**src/logic/qsr_consts.svh**
```systemverilog
`ifndef QSR_CONSTS_SVH
`define QSR_CONSTS_SVH

// Register length choices (81 and 133)
`define QSR_LEN_SHORT  8'h51
`define QSR_LEN_LONG   8'h85
`define QSR_REGS       4'h4

// Output word buffer
`define QSR_WORD_W     4'h4
`define QSR_BUF_DEPTH  4'h2

// Bus shape
`define QSR_ADDR_W     4'h8
`define QSR_DATA_W     8'h20

// Register byte offsets
`define QSR_OFF_CTRL   8'h00
`define QSR_OFF_STAT   8'h04
`define QSR_OFF_WORD   8'h08
`define QSR_OFF_CNT    8'h0c

// Field positions and the count field width
`define QSR_CTRL_STEP  5'h00
`define QSR_CTRL_CLEAR 5'h01
`define QSR_CTRL_CAPEN 5'h02
`define QSR_STAT_PEND  5'h04
`define QSR_STAT_OVR   5'h05
`define QSR_STAT_AVAIL 5'h06
`define QSR_WORD_VLD   5'h04
`define QSR_CNT_W      8'h10

// Reset values
`define QSR_CAPEN_RST  1'h0

`endif

```
**src/logic/qsr_pkg.sv**
```systemverilog
`default_nettype none
`include "qsr_consts.svh"

package qsr_pkg;

  typedef enum logic {
    QSR_RIGHT = 1'b0,
    QSR_LEFT  = 1'b1
  } qsr_dir_t;

  // Pin group, sampled together
  typedef struct packed {
    logic [`QSR_REGS-1:0] ser_in;
    logic                 recirc_in_reg4;
    logic                 recirc_sel_abc;
    logic                 recirc_sel_reg4;
    qsr_dir_t             dir;
    logic                 clear_all;
    logic                 sclk;
  } qsr_pins_t;

endpackage

`default_nettype wire

```
**src/logic/qsr_core.sv**
```systemverilog
// Chosen here: the APB register port and the register addresses.
`timescale 1ns/10ps
`default_nettype none
`include "qsr_consts.svh"

module qsr_core #(
  parameter int unsigned SR_LEN = `QSR_LEN_SHORT
) (
  // Clock and reset
  input  wire logic                   MCLK_I,
  input  wire logic                   RESET_I,
  // Line pins
  input  wire logic                   SHIFT_CLK_I,
  input  wire logic                   SERIAL_IN_A_I,
  input  wire logic                   SERIAL_IN_B_I,
  input  wire logic                   SERIAL_IN_C_I,
  input  wire logic                   SERIAL_IN_REG4_I,
  input  wire logic                   RECIRC_IN_REG4_I,
  input  wire logic                   RECIRC_SEL_ABC_I,
  input  wire logic                   RECIRC_SEL_REG4_I,
  input  wire logic                   SHIFT_LEFT_I,
  input  wire logic                   CLEAR_ALL_I,
  output logic                        SERIAL_OUT_A_O,
  output logic                        SERIAL_OUT_B_O,
  output logic                        SERIAL_OUT_C_O,
  output logic                        SERIAL_OUT_REG4_O,
  // APB slave
  input  wire logic                   PSEL_I,
  input  wire logic                   PENABLE_I,
  input  wire logic                   PWRITE_I,
  input  wire logic [`QSR_ADDR_W-1:0] PADDR_I,
  input  wire logic [`QSR_DATA_W-1:0] PWDATA_I,
  output logic      [`QSR_DATA_W-1:0] PRDATA_O,
  output logic                        PREADY_O,
  output logic                        PSLVERR_O
);

  localparam int unsigned NREG = `QSR_REGS;

  qsr_pkg::qsr_pins_t        pin_raw_w;
  qsr_pkg::qsr_pins_t        pin_s1_r;
  qsr_pkg::qsr_pins_t        pin_s2_r;
  qsr_pkg::qsr_pins_t        held_r;
  qsr_pkg::qsr_pins_t        cur_w;
  logic                      sclk_s3_r;
  logic                      edge_w;
  logic                      dir_left_w;
  logic                      clr_w;
  logic                      req_w;
  logic                      room_w;
  logic                      step_w;
  logic                      pend_r;
  logic                      pend_nxt;
  logic                      ovr_r;
  logic                      ovr_nxt;
  logic                      cap_en_r;
  logic [`QSR_CNT_W-1:0]     cnt_r;
  logic [NREG-1:0]           falls_w;
  logic [NREG-1:0]           outs_w;
  logic [NREG-1:0]           flags_w;
  logic                      buf_in_ready_w;
  logic                      buf_out_valid_w;
  logic [`QSR_WORD_W-1:0]    buf_out_data_w;
  logic                      pop_w;
  logic                      setup_w;
  logic                      done_w;
  logic                      wr_done_w;
  logic                      rd_done_w;
  logic                      hit_ctrl_w;
  logic                      hit_stat_w;
  logic                      hit_word_w;
  logic                      hit_cnt_w;
  logic                      mapped_w;
  logic                      sw_step_w;
  logic                      sw_clr_w;
  logic                      ovr_clr_w;
  logic [`QSR_DATA_W-1:0]    rdata_w;
  logic [`QSR_DATA_W-1:0]    prdata_r;
  logic                      pready_r;
  logic                      pslverr_r;

  function automatic logic [SR_LEN-1:0] qsr_shift(
    input logic [SR_LEN-1:0] v,
    input logic              b,
    input logic              left
  );
    qsr_shift = left ? {b, v[SR_LEN-1:1]} : {v[SR_LEN-2:0], b};
  endfunction

  function automatic logic qsr_fall(
    input logic [SR_LEN-1:0] v,
    input logic              left
  );
    qsr_fall = left ? v[0] : v[SR_LEN-1];
  endfunction

  // Pin synchroniser; edge found between second and third stage
  assign pin_raw_w = '{
    ser_in:          {SERIAL_IN_REG4_I, SERIAL_IN_C_I,
                      SERIAL_IN_B_I, SERIAL_IN_A_I},
    recirc_in_reg4:  RECIRC_IN_REG4_I,
    recirc_sel_abc:  RECIRC_SEL_ABC_I,
    recirc_sel_reg4: RECIRC_SEL_REG4_I,
    dir:             qsr_pkg::qsr_dir_t'(SHIFT_LEFT_I),
    clear_all:       CLEAR_ALL_I,
    sclk:            SHIFT_CLK_I
  };

  always_ff @(posedge MCLK_I or posedge RESET_I) begin
    if (RESET_I) begin
      pin_s1_r  <= '0;
      pin_s2_r  <= '0;
      sclk_s3_r <= 1'b0;
    end else begin
      pin_s1_r  <= pin_raw_w;
      pin_s2_r  <= pin_s1_r;
      sclk_s3_r <= pin_s2_r.sclk;
    end
  end

  // Step control
  assign edge_w     = pin_s2_r.sclk & ~sclk_s3_r;
  // Waiting step keeps the pins seen at its edge
  assign cur_w      = pend_r ? held_r : pin_s2_r;
  assign dir_left_w = (cur_w.dir == qsr_pkg::QSR_LEFT);
  assign clr_w      = pin_s2_r.clear_all | sw_clr_w;
  assign req_w      = edge_w | sw_step_w | pend_r;
  assign room_w     = ~cap_en_r | buf_in_ready_w;
  assign step_w     = req_w & room_w & ~clr_w;
  assign pend_nxt   = req_w & ~step_w & ~clr_w;
  // Lost step when a new one meets a waiting one; set beats clear
  assign ovr_nxt    = ((edge_w | sw_step_w) & pend_r) | (ovr_r & ~ovr_clr_w);

  always_ff @(posedge MCLK_I or posedge RESET_I) begin
    if (RESET_I) begin
      pend_r <= 1'b0;
      ovr_r  <= 1'b0;
      held_r <= '0;
    end else begin
      pend_r <= pend_nxt;
      ovr_r  <= ovr_nxt;
      held_r <= cur_w;
    end
  end

  always_ff @(posedge MCLK_I or posedge RESET_I) begin
    if (RESET_I) begin
      cnt_r <= '0;
    end else if (clr_w) begin
      cnt_r <= '0;
    end else if (step_w) begin
      cnt_r <= cnt_r + 1'b1;
    end
  end

  // Four independent registers, each SR_LEN bits
  for (genvar g = 0; g < NREG; g++) begin : g_reg
    logic [SR_LEN-1:0] sr_r;
    logic [SR_LEN-1:0] sr_nxt;
    logic              out_r;
    logic              src_w;

    assign falls_w[g] = qsr_fall(sr_r, dir_left_w);
    if (g == NREG - 1) begin : g_last
      assign src_w = cur_w.recirc_sel_reg4
                   ? cur_w.recirc_in_reg4 : cur_w.ser_in[g];
    end else begin : g_abc
      assign src_w = cur_w.recirc_sel_abc
                   ? falls_w[g] : cur_w.ser_in[g];
    end
    assign sr_nxt     = qsr_shift(sr_r, src_w, dir_left_w);
    assign outs_w[g]  = out_r;
    assign flags_w[g] = sr_r[SR_LEN-1];

    // Holds whenever neither a step nor a clear is taken
    always_ff @(posedge MCLK_I or posedge RESET_I) begin
      if (RESET_I) begin
        sr_r  <= '0;
        out_r <= 1'b0;
      end else if (clr_w) begin
        sr_r  <= '0;
        out_r <= 1'b0;
      end else if (step_w) begin
        sr_r  <= sr_nxt;
        out_r <= falls_w[g];
      end
    end
  end

  assign SERIAL_OUT_A_O    = outs_w[0];
  assign SERIAL_OUT_B_O    = outs_w[1];
  assign SERIAL_OUT_C_O    = outs_w[2];
  assign SERIAL_OUT_REG4_O = outs_w[3];

  // Each step's outgoing bits while capture is enabled, read back by software
  qsr_buf #(
    .WIDTH (`QSR_WORD_W),
    .DEPTH (`QSR_BUF_DEPTH)
  ) u_buf (
    .clk_i       (MCLK_I),
    .rst_i       (RESET_I),
    .in_valid_i  (step_w & cap_en_r),
    .in_ready_o  (buf_in_ready_w),
    .in_data_i   (falls_w),
    .out_valid_o (buf_out_valid_w),
    .out_ready_i (pop_w),
    .out_data_o  (buf_out_data_w)
  );

  // APB decode
  assign setup_w    = PSEL_I & ~PENABLE_I;
  assign done_w     = PSEL_I & PENABLE_I & pready_r;
  assign wr_done_w  = done_w & PWRITE_I;
  assign rd_done_w  = done_w & ~PWRITE_I;
  assign hit_ctrl_w = (PADDR_I == `QSR_OFF_CTRL);
  assign hit_stat_w = (PADDR_I == `QSR_OFF_STAT);
  assign hit_word_w = (PADDR_I == `QSR_OFF_WORD);
  assign hit_cnt_w  = (PADDR_I == `QSR_OFF_CNT);
  assign mapped_w   = hit_ctrl_w | hit_stat_w | hit_word_w | hit_cnt_w;
  assign sw_step_w  = wr_done_w & hit_ctrl_w & PWDATA_I[`QSR_CTRL_STEP];
  assign sw_clr_w   = wr_done_w & hit_ctrl_w & PWDATA_I[`QSR_CTRL_CLEAR];
  assign ovr_clr_w  = wr_done_w & hit_stat_w & PWDATA_I[`QSR_STAT_OVR];
  // Pop only what the setup cycle showed as valid
  assign pop_w      = rd_done_w & hit_word_w & prdata_r[`QSR_WORD_VLD];

  always_comb begin
    rdata_w = '0;
    if (hit_ctrl_w) begin
      rdata_w[`QSR_CTRL_CAPEN] = cap_en_r;
    end else if (hit_stat_w) begin
      rdata_w[NREG-1:0]         = flags_w;
      rdata_w[`QSR_STAT_PEND]   = pend_r;
      rdata_w[`QSR_STAT_OVR]    = ovr_r;
      rdata_w[`QSR_STAT_AVAIL]  = buf_out_valid_w;
    end else if (hit_word_w) begin
      rdata_w[`QSR_WORD_W-1:0]  = buf_out_valid_w ? buf_out_data_w : '0;
      rdata_w[`QSR_WORD_VLD]    = buf_out_valid_w;
    end else if (hit_cnt_w) begin
      rdata_w[`QSR_CNT_W-1:0]   = cnt_r;
    end
  end

  always_ff @(posedge MCLK_I or posedge RESET_I) begin
    if (RESET_I) begin
      cap_en_r <= `QSR_CAPEN_RST;
    end else if (wr_done_w && hit_ctrl_w) begin
      cap_en_r <= PWDATA_I[`QSR_CTRL_CAPEN];
    end
  end

  // No wait state: answer prepared in the setup cycle
  always_ff @(posedge MCLK_I or posedge RESET_I) begin
    if (RESET_I) begin
      prdata_r  <= '0;
      pready_r  <= 1'b0;
      pslverr_r <= 1'b0;
    end else if (setup_w) begin
      prdata_r  <= rdata_w;
      pready_r  <= 1'b1;
      pslverr_r <= ~mapped_w;
    end else if (done_w) begin
      pready_r  <= 1'b0;
      pslverr_r <= 1'b0;
    end
  end

  assign PRDATA_O  = prdata_r;
  assign PREADY_O  = pready_r;
  assign PSLVERR_O = pslverr_r;
endmodule // qsr_core

`default_nettype wire

```
**src/logic/qsr_buf.sv**
```systemverilog
`timescale 1ns/10ps
`default_nettype none
`include "qsr_consts.svh"

module qsr_buf #(
  parameter int unsigned WIDTH = `QSR_WORD_W,
  parameter int unsigned DEPTH = `QSR_BUF_DEPTH
) (
  // Clock and reset
  input  wire logic             clk_i,
  input  wire logic             rst_i,
  // Fill side
  input  wire logic             in_valid_i,
  output logic                  in_ready_o,
  input  wire logic [WIDTH-1:0] in_data_i,
  // Drain side
  output logic                  out_valid_o,
  input  wire logic             out_ready_i,
  output logic [WIDTH-1:0]      out_data_o
);

  localparam int unsigned AW = (DEPTH > 1) ? $clog2(DEPTH) : 1;

  logic [WIDTH-1:0] mem_r [DEPTH];
  logic [AW-1:0]    wr_ptr_r;
  logic [AW-1:0]    rd_ptr_r;
  logic [AW:0]      cnt_r;
  logic             push_w;
  logic             pop_w;

  function automatic logic [AW-1:0] next_ptr(input logic [AW-1:0] p);
    next_ptr = (p == AW'(DEPTH - 1)) ? '0 : AW'(p + 1'b1);
  endfunction

  assign in_ready_o  = (cnt_r != (AW+1)'(DEPTH));
  assign out_valid_o = (cnt_r != '0);
  assign out_data_o  = mem_r[rd_ptr_r];
  assign push_w      = in_valid_i & in_ready_o;
  assign pop_w       = out_valid_o & out_ready_i;

  always_ff @(posedge clk_i) begin
    if (push_w) begin
      mem_r[wr_ptr_r] <= in_data_i;
    end
  end

  always_ff @(posedge clk_i or posedge rst_i) begin
    if (rst_i) begin
      wr_ptr_r <= '0;
      rd_ptr_r <= '0;
      cnt_r    <= '0;
    end else begin
      if (push_w) begin
        wr_ptr_r <= next_ptr(wr_ptr_r);
      end
      if (pop_w) begin
        rd_ptr_r <= next_ptr(rd_ptr_r);
      end
      if (push_w && !pop_w) begin
        cnt_r <= cnt_r + 1'b1;
      end else if (pop_w && !push_w) begin
        cnt_r <= cnt_r - 1'b1;
      end
    end
  end

endmodule // qsr_buf

`default_nettype wire

```
**config.mk**
```make
export PLATFORM = sky130hd
export DESIGN_NAME = qsr_core
export DESIGN_NICKNAME = d
export VERILOG_FILES = /design/src/logic/qsr_pkg.sv /design/src/logic/qsr_core.sv /design/src/logic/qsr_buf.sv
export VERILOG_INCLUDE_DIRS = /design/src /design/src/logic
export SDC_FILE = /design/constraint.sdc
export NUM_CORES = 1
export LEC_CHECK = 0
export BUFFER_PORTS_ARGS = -buffer_cell sky130_fd_sc_hd__clkbuf_2
export CORE_ASPECT_RATIO = 1.5
export CORE_UTILIZATION = 25
export DETAILED_ROUTE_END_ITERATION = 10
export PLACE_DENSITY = 0.5
export SYNTH_ARGS = -nofsm -noshare
export SYNTH_HDL_FRONTEND = slang
export SYNTH_SLANG_ARGS = --single-unit
```
**constraint.sdc**
```tcl
create_clock -name MCLK_I -period 11.6 [get_ports MCLK_I]
set_input_delay 0 -clock MCLK_I [delete_from_list [all_inputs] [get_ports MCLK_I]]
set_output_delay 0 -clock MCLK_I [all_outputs]
set_load 0.02 [all_outputs]
```
# Word-level counts from Yosys, hierarchy flattened
# Memory sizes are Yosys's and may differ from the RTL's.
# Cells that the tools add are included.
# W data, S select, Z words.
# word_totals
out_inout_bits	38
mem_bits_rw	8
wordCells	147
input_bits	55
mem_count	1
regBits	400
# classes
n_mux	49
reduce_logical	10
eq_ne	4
n_addsub	5
bitwise_logic	38
# memory_table
memory	depth	word_bits	read_ports	rd_ports_with_merged_regs	wr	line_no	text
u_buf.mem_r	2	4	1	0	1	qsr_buf.sv:24	logic [WIDTH-1:0] mem_r [DEPTH];
# ops
cell	count
$mux W81	12
$mux W16	3
$mux W1	24
$and A1 B1 Y1	22
$add A16 B1 Y16 const B	1
$eq A8 B4 Y1 const B	2
$mux W13	1
$mux W11	1
$mux W10	1
$mux W9	1
$eq A8 B3 Y1 const B	1
$logic_not A8 Y1	1
$not A1 Y1	8
$or A1 B1 Y1	8
$reduce_bool A2 Y1	4
$mux W7	1
$mux W2	3
$mux W5	1
$mux W4	1
$logic_and A1 B1 Y1	3
$add A1 B1 Y1 const B	2
$add A2 B1 Y2 const B	1
$logic_not A1 Y1	2
$ne A2 B2 Y1 const B	1
$sub A2 B1 Y2 const B	1

# Depth between registers and ports, before layout
# Gate-level depths: netlist of the first run.
# logic_depth
word_depth	15
ltp_mapped	9
mapped_depth_nobuf	8

# Modules after synthesis
# Synthesis of the first run repeated with hierarchy kept, for this count alone.
# unflattened
cells_unflattened	1772
hier_area_um2	19222.2
# by_module_without_submodules
module	area_per_inst_um2	cells_each	seq_area_each_um2	instances
qsr_core	18721.7	1741	9859.5	1
qsr_buf	500.5	31	340.3	1

# Worst setup path after synthesis of the first run
# No wires, ideal clock.
# synth_path
kind	register -> register
from	reg pready_r, in the netlist PREADY_O
to	mem u_buf.mem_r[0][0] (netlist bit), enable pin
stages_incl_launch_ff	7
setup_slack_ns	9.509
synth_period_minus_slack_ns	2.091
required_ns	11.268
t_arrival_ns	1.759
setup_ns	0.332
path_buffers	1
cell_sequence	dfrtp_1 and4_1 and4_1 a21o_1 buf_2 a211oi_2 nor2b_1
# synth_via
elab_chain_len	12
elab_cells_between_ends	15
cone_classes	mux: 2; bitwise: 13
# synth_lines
item	line_no	text
start, declared	qsr_core.sv:79	logic pready_r;
start signal, assigned	qsr_core.sv:255	pready_r <= 1'b0;
start signal, assigned	qsr_core.sv:259	pready_r <= 1'b1;
start signal, assigned	qsr_core.sv:262	pready_r <= 1'b0;
$and A1 B1 Y1 (*)	qsr_core.sv:212	assign done_w = PSEL_I & PENABLE_I & pready_r;
$and A1 B1 Y1 (*)	qsr_core.sv:213	assign wr_done_w = done_w & PWRITE_I;
$and A1 B1 Y1 (*)	qsr_core.sv:220, qsr_core.sv:221	
$and A1 B1 Y1	qsr_core.sv:220	assign sw_step_w = wr_done_w & hit_ctrl_w & PWDATA_I[`QSR_CTRL_STEP];
$or A1 B1 Y1 (2 in a row)	qsr_core.sv:127	assign req_w = edge_w | sw_step_w | pend_r;
$and A1 B1 Y1	qsr_core.sv:129	assign step_w = req_w & room_w & ~clr_w;
$and A1 B1 Y1 (*)	qsr_core.sv:129	
$and A1 B1 Y1 (*)	qsr_core.sv:202	.in_valid_i (step_w & cap_en_r),
$and A1 B1 Y1 (*)	qsr_buf.sv:38	assign push_w = in_valid_i & in_ready_o;
named net u_buf.push_w	qsr_buf.sv:28	logic push_w;
$mux W1 (*)	qsr_buf.sv:42	if (push_w) begin
$mux W1 (not written as such) (*)	qsr_buf.sv:43	mem_r[wr_ptr_r] <= in_data_i;
end, declared	qsr_buf.sv:24	
# The timed path passes the listed nets; every way through them passes the cells marked *.

# Worst setup path after layout of the first run
# layout_path
from	reg pend_r
to	reg g_reg[0].sr_r[53]
# layout_via
elab_chain_len	4
elab_cells_between_ends	8
cone_classes	mux: 4; bitwise: 3; reduce/logical: 1
# layout_lines
item	line_no	text
start, declared	qsr_core.sv:52	logic pend_r;
start signal, assigned	qsr_core.sv:140	pend_r <= pend_nxt;
$mux W10 / $or A1 B1 Y1 (equally long branches)	qsr_core.sv:124, qsr_core.sv:127	
$mux W81 / $and A1 B1 Y1 (equally long branches)	qsr_core.sv:87, qsr_core.sv:129	
$mux W81 / $and A1 B1 Y1 (equally long branches)	qsr_core.sv:183, qsr_core.sv:129	
$mux W81 / $reduce_bool A2 Y1 (equally long branches)	-	
end signal, assigned	qsr_core.sv:184	sr_r <= sr_nxt;
end, declared	qsr_core.sv:158	logic [SR_LEN-1:0] sr_r;
# Several ways; a longest one is shown, not always the timed one. The select of a mux whose other input is x is not followed.
# A chain may end at the register's enable or synchronous reset.

==> flow_metrics.env, run 1 <==
export IMPL_die_w_um=229
export IMPL_r2r_start="pend_r"
export IMPL_hold_slack_ps=52.5
export IMPL_hold_depth=4
export IMPL_synthCells=1770
export IMPL_port_buffers=48
export IMPL_crit_required_ps=12050
export IMPL_synth_warnings=0
export IMPL_rows=124
export IMPL_die_area_um2=78300
export IMPL_crit_type="reg2reg"
export IMPL_period_needed_ps=4060
export IMPL_holdPathEnd="cap_en_r"
export IMPL_antenna_left=0
export IMPL_worst_setup_path_end_kind="flip-flop"
export IMPL_drc=0
export IMPL_synthFlopType="dfrtp_1"
export IMPL_dp_cells=2684
export IMPL_first_pass_iters=5
export IMPL_hold_class="in2reg"
export IMPL_crit_fanout=66
export IMPL_async_flop_share_pct=98.0
export IMPL_hold_viol=0
export IMPL_die_y_um=342
export IMPL_ioPinCount=93
export IMPL_worstSkewPairLatency_ps=550
export IMPL_timing_final_crit_share_pct=35.0
export IMPL_power_density_nw_per_um2=145
export IMPL_rsz0062_at_grt="false"
export IMPL_vias=12800
export IMPL_coreArea_um2=76300
export IMPL_synthTopCellsByArea="dfrtp_1 52%, mux2i_1 17%, a211oi_1 13%"
export IMPL_drv_cap=0
export IMPL_outcome="completed"
export IMPL_fmax_mhz=246
export IMPL_syn2layout_area_growth_pct=12.4
export IMPL_start_util_pct=25.3
export IMPL_skew_ps=18.1
export IMPL_drt_iter0_drc=756
export IMPL_startpoint="pend_r"
export IMPL_hp_start="PADDR_I[7]"
export IMPL_rrSetupSlack_ps=7540
export IMPL_drive_above_1_share_pct=8.00
export IMPL_gp_congestion=0.723
export IMPL_syn_area_per_cell_um2=10.9
export IMPL_setup_viol=0
export IMPL_instances_no_fill=2783
export IMPL_clkSlewWorstSetupHoldPaths_ps=60
export IMPL_clockBufferDepth=3
export IMPL_drt_wirelength_per_cell_um=13.5
export IMPL_yosysSeqAreaShare_pct=52.9
export IMPL_drv_slew=0
export IMPL_power_mw=3.14
export IMPL_place_area_um2=20100
export IMPL_worst_pin_slew_ps=1110
export IMPL_final_area_um2=21700
export IMPL_synth_top_area_share_pct=51.6
export IMPL_critPathLaunchType="flip-flop"
export IMPL_clkSinkCount=406
export IMPL_synth_edf_count=8
export IMPL_rr_endpoint="g_reg[0].sr_r[53]"
export IMPL_antenna_found_initial=0
export IMPL_grt_pass1_vias=13300
export IMPL_root_buffer="clkbuf_16"
export IMPL_grt_max_degree=224
export IMPL_synth_seq_cells=406
export IMPL_grt_usage_pct=9.65
export IMPL_diodes=0
export IMPL_cts_buffers=40
export IMPL_dp_hpwl_um=21800
export IMPL_p_leak_nw=9.35
export IMPL_fin_setup_tns_ps=0
export IMPL_synth_top_area_cell="dfrtp_1"
export IMPL_grt_overflow_total=0
export IMPL_peakVddDrop_v=0.0000879
export IMPL_netlist_area_um2=19300
export IMPL_cts_tree="built"
export IMPL_synth_distinct_cells=46
export IMPL_arrival_ps=4520
export IMPL_wirelength_um=37500
export IMPL_cts_resized=0
export IMPL_htree_levels=2
export IMPL_drt_vias_per_instance=4.60
export IMPL_r2r_cells=5
export IMPL_slew_limit_headroom_pct=24.3
export IMPL_grt_pass1_wl_um=65500
export IMPL_nets=1801
cell usage in the layout, fill, tap and decap left out, types with 3 or more instances in the layout:
cell,netlist,layout
a21oi_1,15,14
clkinv_2,0,8
and2_1,3,3
nand2_1,45,45
mux2i_1,328,327
nor2_1,351,351
mux2_2,8,8
and4_1,3,3
o31ai_1,7,7
clkbuf_16,0,41
nand4_1,5,5
xnor2_1,11,11
a211oi_1,325,325
clkbuf_8,0,7
buf_4,37,14
nor3b_1,3,3
inv_1,8,7
dfrtp_1,398,398
dlygate4sd3_1,0,26
a22o_1,9,9
edfxtp_1,8,8
nor3_1,17,17
nand3_1,9,9
clkinv_1,0,4
conb_1,1,16
a2111oi_1,3,3
clkbuf_2,0,48
o21ai_0,11,11
nand2b_1,4,4
clkbuf_1,41,8
cell type report:
class	count	area, µm²
sequential	406	10200
inverter	9	48.8
fill	7905	54700
multi-input combinational	1197	8250
timing repair buffer	90	646
tap	1008	1260
clock inverter	17	118
clock buffer	56	1150
synth_stat cells (11+ instances only):
master and count:
buf_2 79, clkbuf_1 41, mux2i_1 328, nor3_1 17, buf_4 37, nand2_1 45, buf_1 15, o21ai_0 11
dfrtp_1 398, a211oi_1 325, a21oi_1 15, xnor2_1 11, nor2_1 351
through the flow:
step | util (%) | setup slack (ps)
global placement | 26.4 | 7530
global route | 28.4 | 7120
finish | 28.4 | 7540
CTS | 28.4 | 7450
detailed placement | 26.4 | 7460
floorplan | - | 532
registers in the layout, indices dropped and copies added (netlist names), 2 cells and up:
register     flops
held_r           8
g.sr_r         324
u_buf.cnt_r      2
pin_s1_r        10
pin_s2_r        10
u_buf.mem_r      8
cnt_r           16
PRDATA_O        16
power breakdown:
| group | internal [mW] | leakage (nW) | switching, mW |
|---|---|---|---|
| Sequential | 1.50 | 5.36 | 0.0631 |
| Combinational | 0.123 | 3.36 | 0.191 |
| Clock | 0.718 | 0.626 | 0.548 |
worst max-delay path: stages, from the launching register on:
cell	delay, ps
dfrtp_1	670
mux2i_4	1000
buf_4	900
buf_4	890
mux2i_1	180
a211oi_1	280
metal layers:
metal	routed length [µm]	track usage (%)	vias to the layer above
li1	-	-	6357
met1	16400	11.4	6287
met2	19300	17.8	119
met3	857	1.14	49
met4	869	3.32	0
met5	0	0	-
worst max path at each step:
stage                     slack (ps)                 to  depth (start not counted)
final                           7540  g_reg[0].sr_r[53]                          5
after global routing            7120  g_reg[0].sr_r[52]                          5
after floorplan                  530        PRDATA_O[0]                          1
after CTS                       7450  g_reg[0].sr_r[53]                          5
after detailed placement        7460  g_reg[0].sr_r[58]                          5
after global placement          7530  g_reg[0].sr_r[41]                          5
repair_timing:
action,CTS,global route
hold buffers,26,0
endpoints found under the hold margin,149,0
setup buffers,0,0
cell families (layout without fill, tap and decap cells):
family,count (synthesis),after routing,share of synthesized area (%)
DFF,406,406,52.9
xor gates and xnor gates,13,13,0.590
muxes,336,336,17.5
buffers and inverters,182,172,4.81
AOI/OAI and AO/OA,380,380,14.6
adders and majority gates,2,2,0.130
and+or+nand+nor,450,450,9.48
other,1,16,0.0194
(Power assumes the default switching activity.)
==> run 2, diff against run 1 <==
PLACE_DENSITY = 0.48   (was 0.5)
clock period = 3.96 ns   (was 11.6 ns; I/O delays follow)
==> flow_metrics.env, run 2 (synthesized netlist as in run 1, its figures left out) <==
export IMPL_port_buffers=48
export IMPL_drt_iter0_drc=760
export IMPL_grt_max_degree=196
export IMPL_crit_required_ps=4400
export IMPL_hold_viol=0
export IMPL_max_flop_register="g.sr_r"
export IMPL_cts_resized=0
export IMPL_antenna_left=0
export IMPL_syn2layout_area_growth_pct=14.6
export IMPL_place_ws_ps=1330
export IMPL_die_y_um=342
export IMPL_fmax_mhz=363
export IMPL_die_area_um2=78300
export IMPL_drive_above_1_share_pct=8.86
export IMPL_first_pass_iters=4
export IMPL_cts_buffers=44
export IMPL_worst_setup_path_end_kind="flip-flop"
export IMPL_power_density_nw_per_um2=438
export IMPL_antenna_found_initial=0
export IMPL_final_area_um2=22100
export IMPL_drt_vias_per_instance=4.60
export IMPL_p_leak_nw=9.55
export IMPL_start_util_pct=25.3
export IMPL_power_mw=9.67
export IMPL_drv_cap=0
export IMPL_drc=0
export IMPL_die_w_um=229
export IMPL_setup_ws_ps=1200
export IMPL_grt_usage_pct=9.83
export IMPL_final_cell_mix="398 x dfrtp_1, 351 x nor2_1, 327 x mux2i_1"
export IMPL_slew_limit_headroom_pct=22.7
export IMPL_timing_final_crit_share_pct=69.6
export IMPL_dp_hpwl_um=21700
export IMPL_setup_viol=0
export IMPL_skew_ps=30.8
export IMPL_grt_overflow_total=0
export IMPL_instances_no_fill=2802
export IMPL_worst_pin_slew_ps=1160
export IMPL_htree_levels=2
export IMPL_final_util_pct=29.0
export IMPL_hp_start="RECIRC_IN_REG4_I"
export IMPL_r2r_start="pend_r"
export IMPL_startpoint="PADDR_I[4]"
export IMPL_multi_input_area_um2=8250
export IMPL_hold_class="in2reg"
export IMPL_vias=12900
export IMPL_cts_tree="built"
export IMPL_root_buffer="clkbuf_16"
export IMPL_gp_congestion=0.739
export IMPL_period_needed_ps=2760
export IMPL_ioPinCount=93
export IMPL_arrival_ps=3200
export IMPL_outcome="completed"
export IMPL_drt_wirelength_per_cell_um=13.7
export IMPL_rsz0062_at_grt="false"
export IMPL_dp_cells=2691
export IMPL_largest_register_ffs=324
export IMPL_seqCellArea_um2=10200
export IMPL_wirelength_um=38400
export IMPL_place_area_um2=20300
export IMPL_grt_pass1_wl_um=66400
export IMPL_worstSkewPairLatency_ps=560
export IMPL_diodes=0
export IMPL_peakVddDrop_v=0.000298
export IMPL_clockBufferDepth=3
export IMPL_crit_type="in2reg"
export IMPL_clkSlewWorstSetupHoldPaths_ps=60
export IMPL_crit_fanout=184
export IMPL_clkSinkCount=406
export IMPL_drv_slew=0
export IMPL_coreArea_um2=76300
export IMPL_grt_pass1_vias=13200
export IMPL_nets=1817
export IMPL_critPathLaunchType="primary input"
export IMPL_layout_commonest_cell="dfrtp_1"
export IMPL_rows=124
export IMPL_final_fill_count=7833
-- run 2: where the power goes --
group,switching [mW],internal (mW),leakage (nW)
clock,1.68,2.48,0.732
sequential,0.184,4.39,5.36
combinational,0.566,0.370,3.46
-- run 2: worst paths after layout --
check	end	slack [ps]	cells past startpoint
max	g_reg[1].sr_r[38]	1200	11
min	pin_s1_r[5]	80	2
max reg2reg	g_reg[1].sr_r[38]	1270	7
min reg2reg	pin_s2_r[7]	340	0
max in group asynchronous	g_reg[0].sr_r[20]	2080	5
min in group asynchronous	g_reg[2].sr_r[64]	500	4
-- run 2: cell type report --
cell class	count	share of cell area (%)
sequential	406	46.1
multi-input combinational	1197	37.3
clock buffer	68	6.12
tap	1008	5.71
timing repair buffer	102	3.89
clock inverter	12	0.589
inverter	9	0.204
-- run 2: worst max-delay path: stages --
cell	delay, ps
dlygate4sd3_1	550
clkbuf_2	120
nor4_4	160
dlygate4sd3_1	590
nand4_1	90
buf_4	210
a21oi_4	180
buf_12	260
buf_12	520
nor2_1	90
a211oi_1	280
-- run 2: per-layer routing --
metal  up-vias  routed length, µm  global-route usage (%)
met1      6317              17400                    12.2
met4         0                830                    3.10
met3        52               1070                    1.47
met5         -                  0                       0
li1       6377                  -                       -
met2       147              19100                    17.4
-- run 2: timing repair --
item,4_1_cts,5_1_grt
setup buffers,0,0
endpoints found under the setup margin,0,0
hold buffers,31,0
hold endpoints to repair,335,0
-- run 2: stage by stage --
step | TNS, ps | hold slack (ps)
after global placement | 0 | -71.1
after floorplan | -556320 | 31.4
after global routing | 0 | 76.3
final | 0 | 81.8
after detailed placement | 0 | -70.3
after CTS | 0 | 56.2
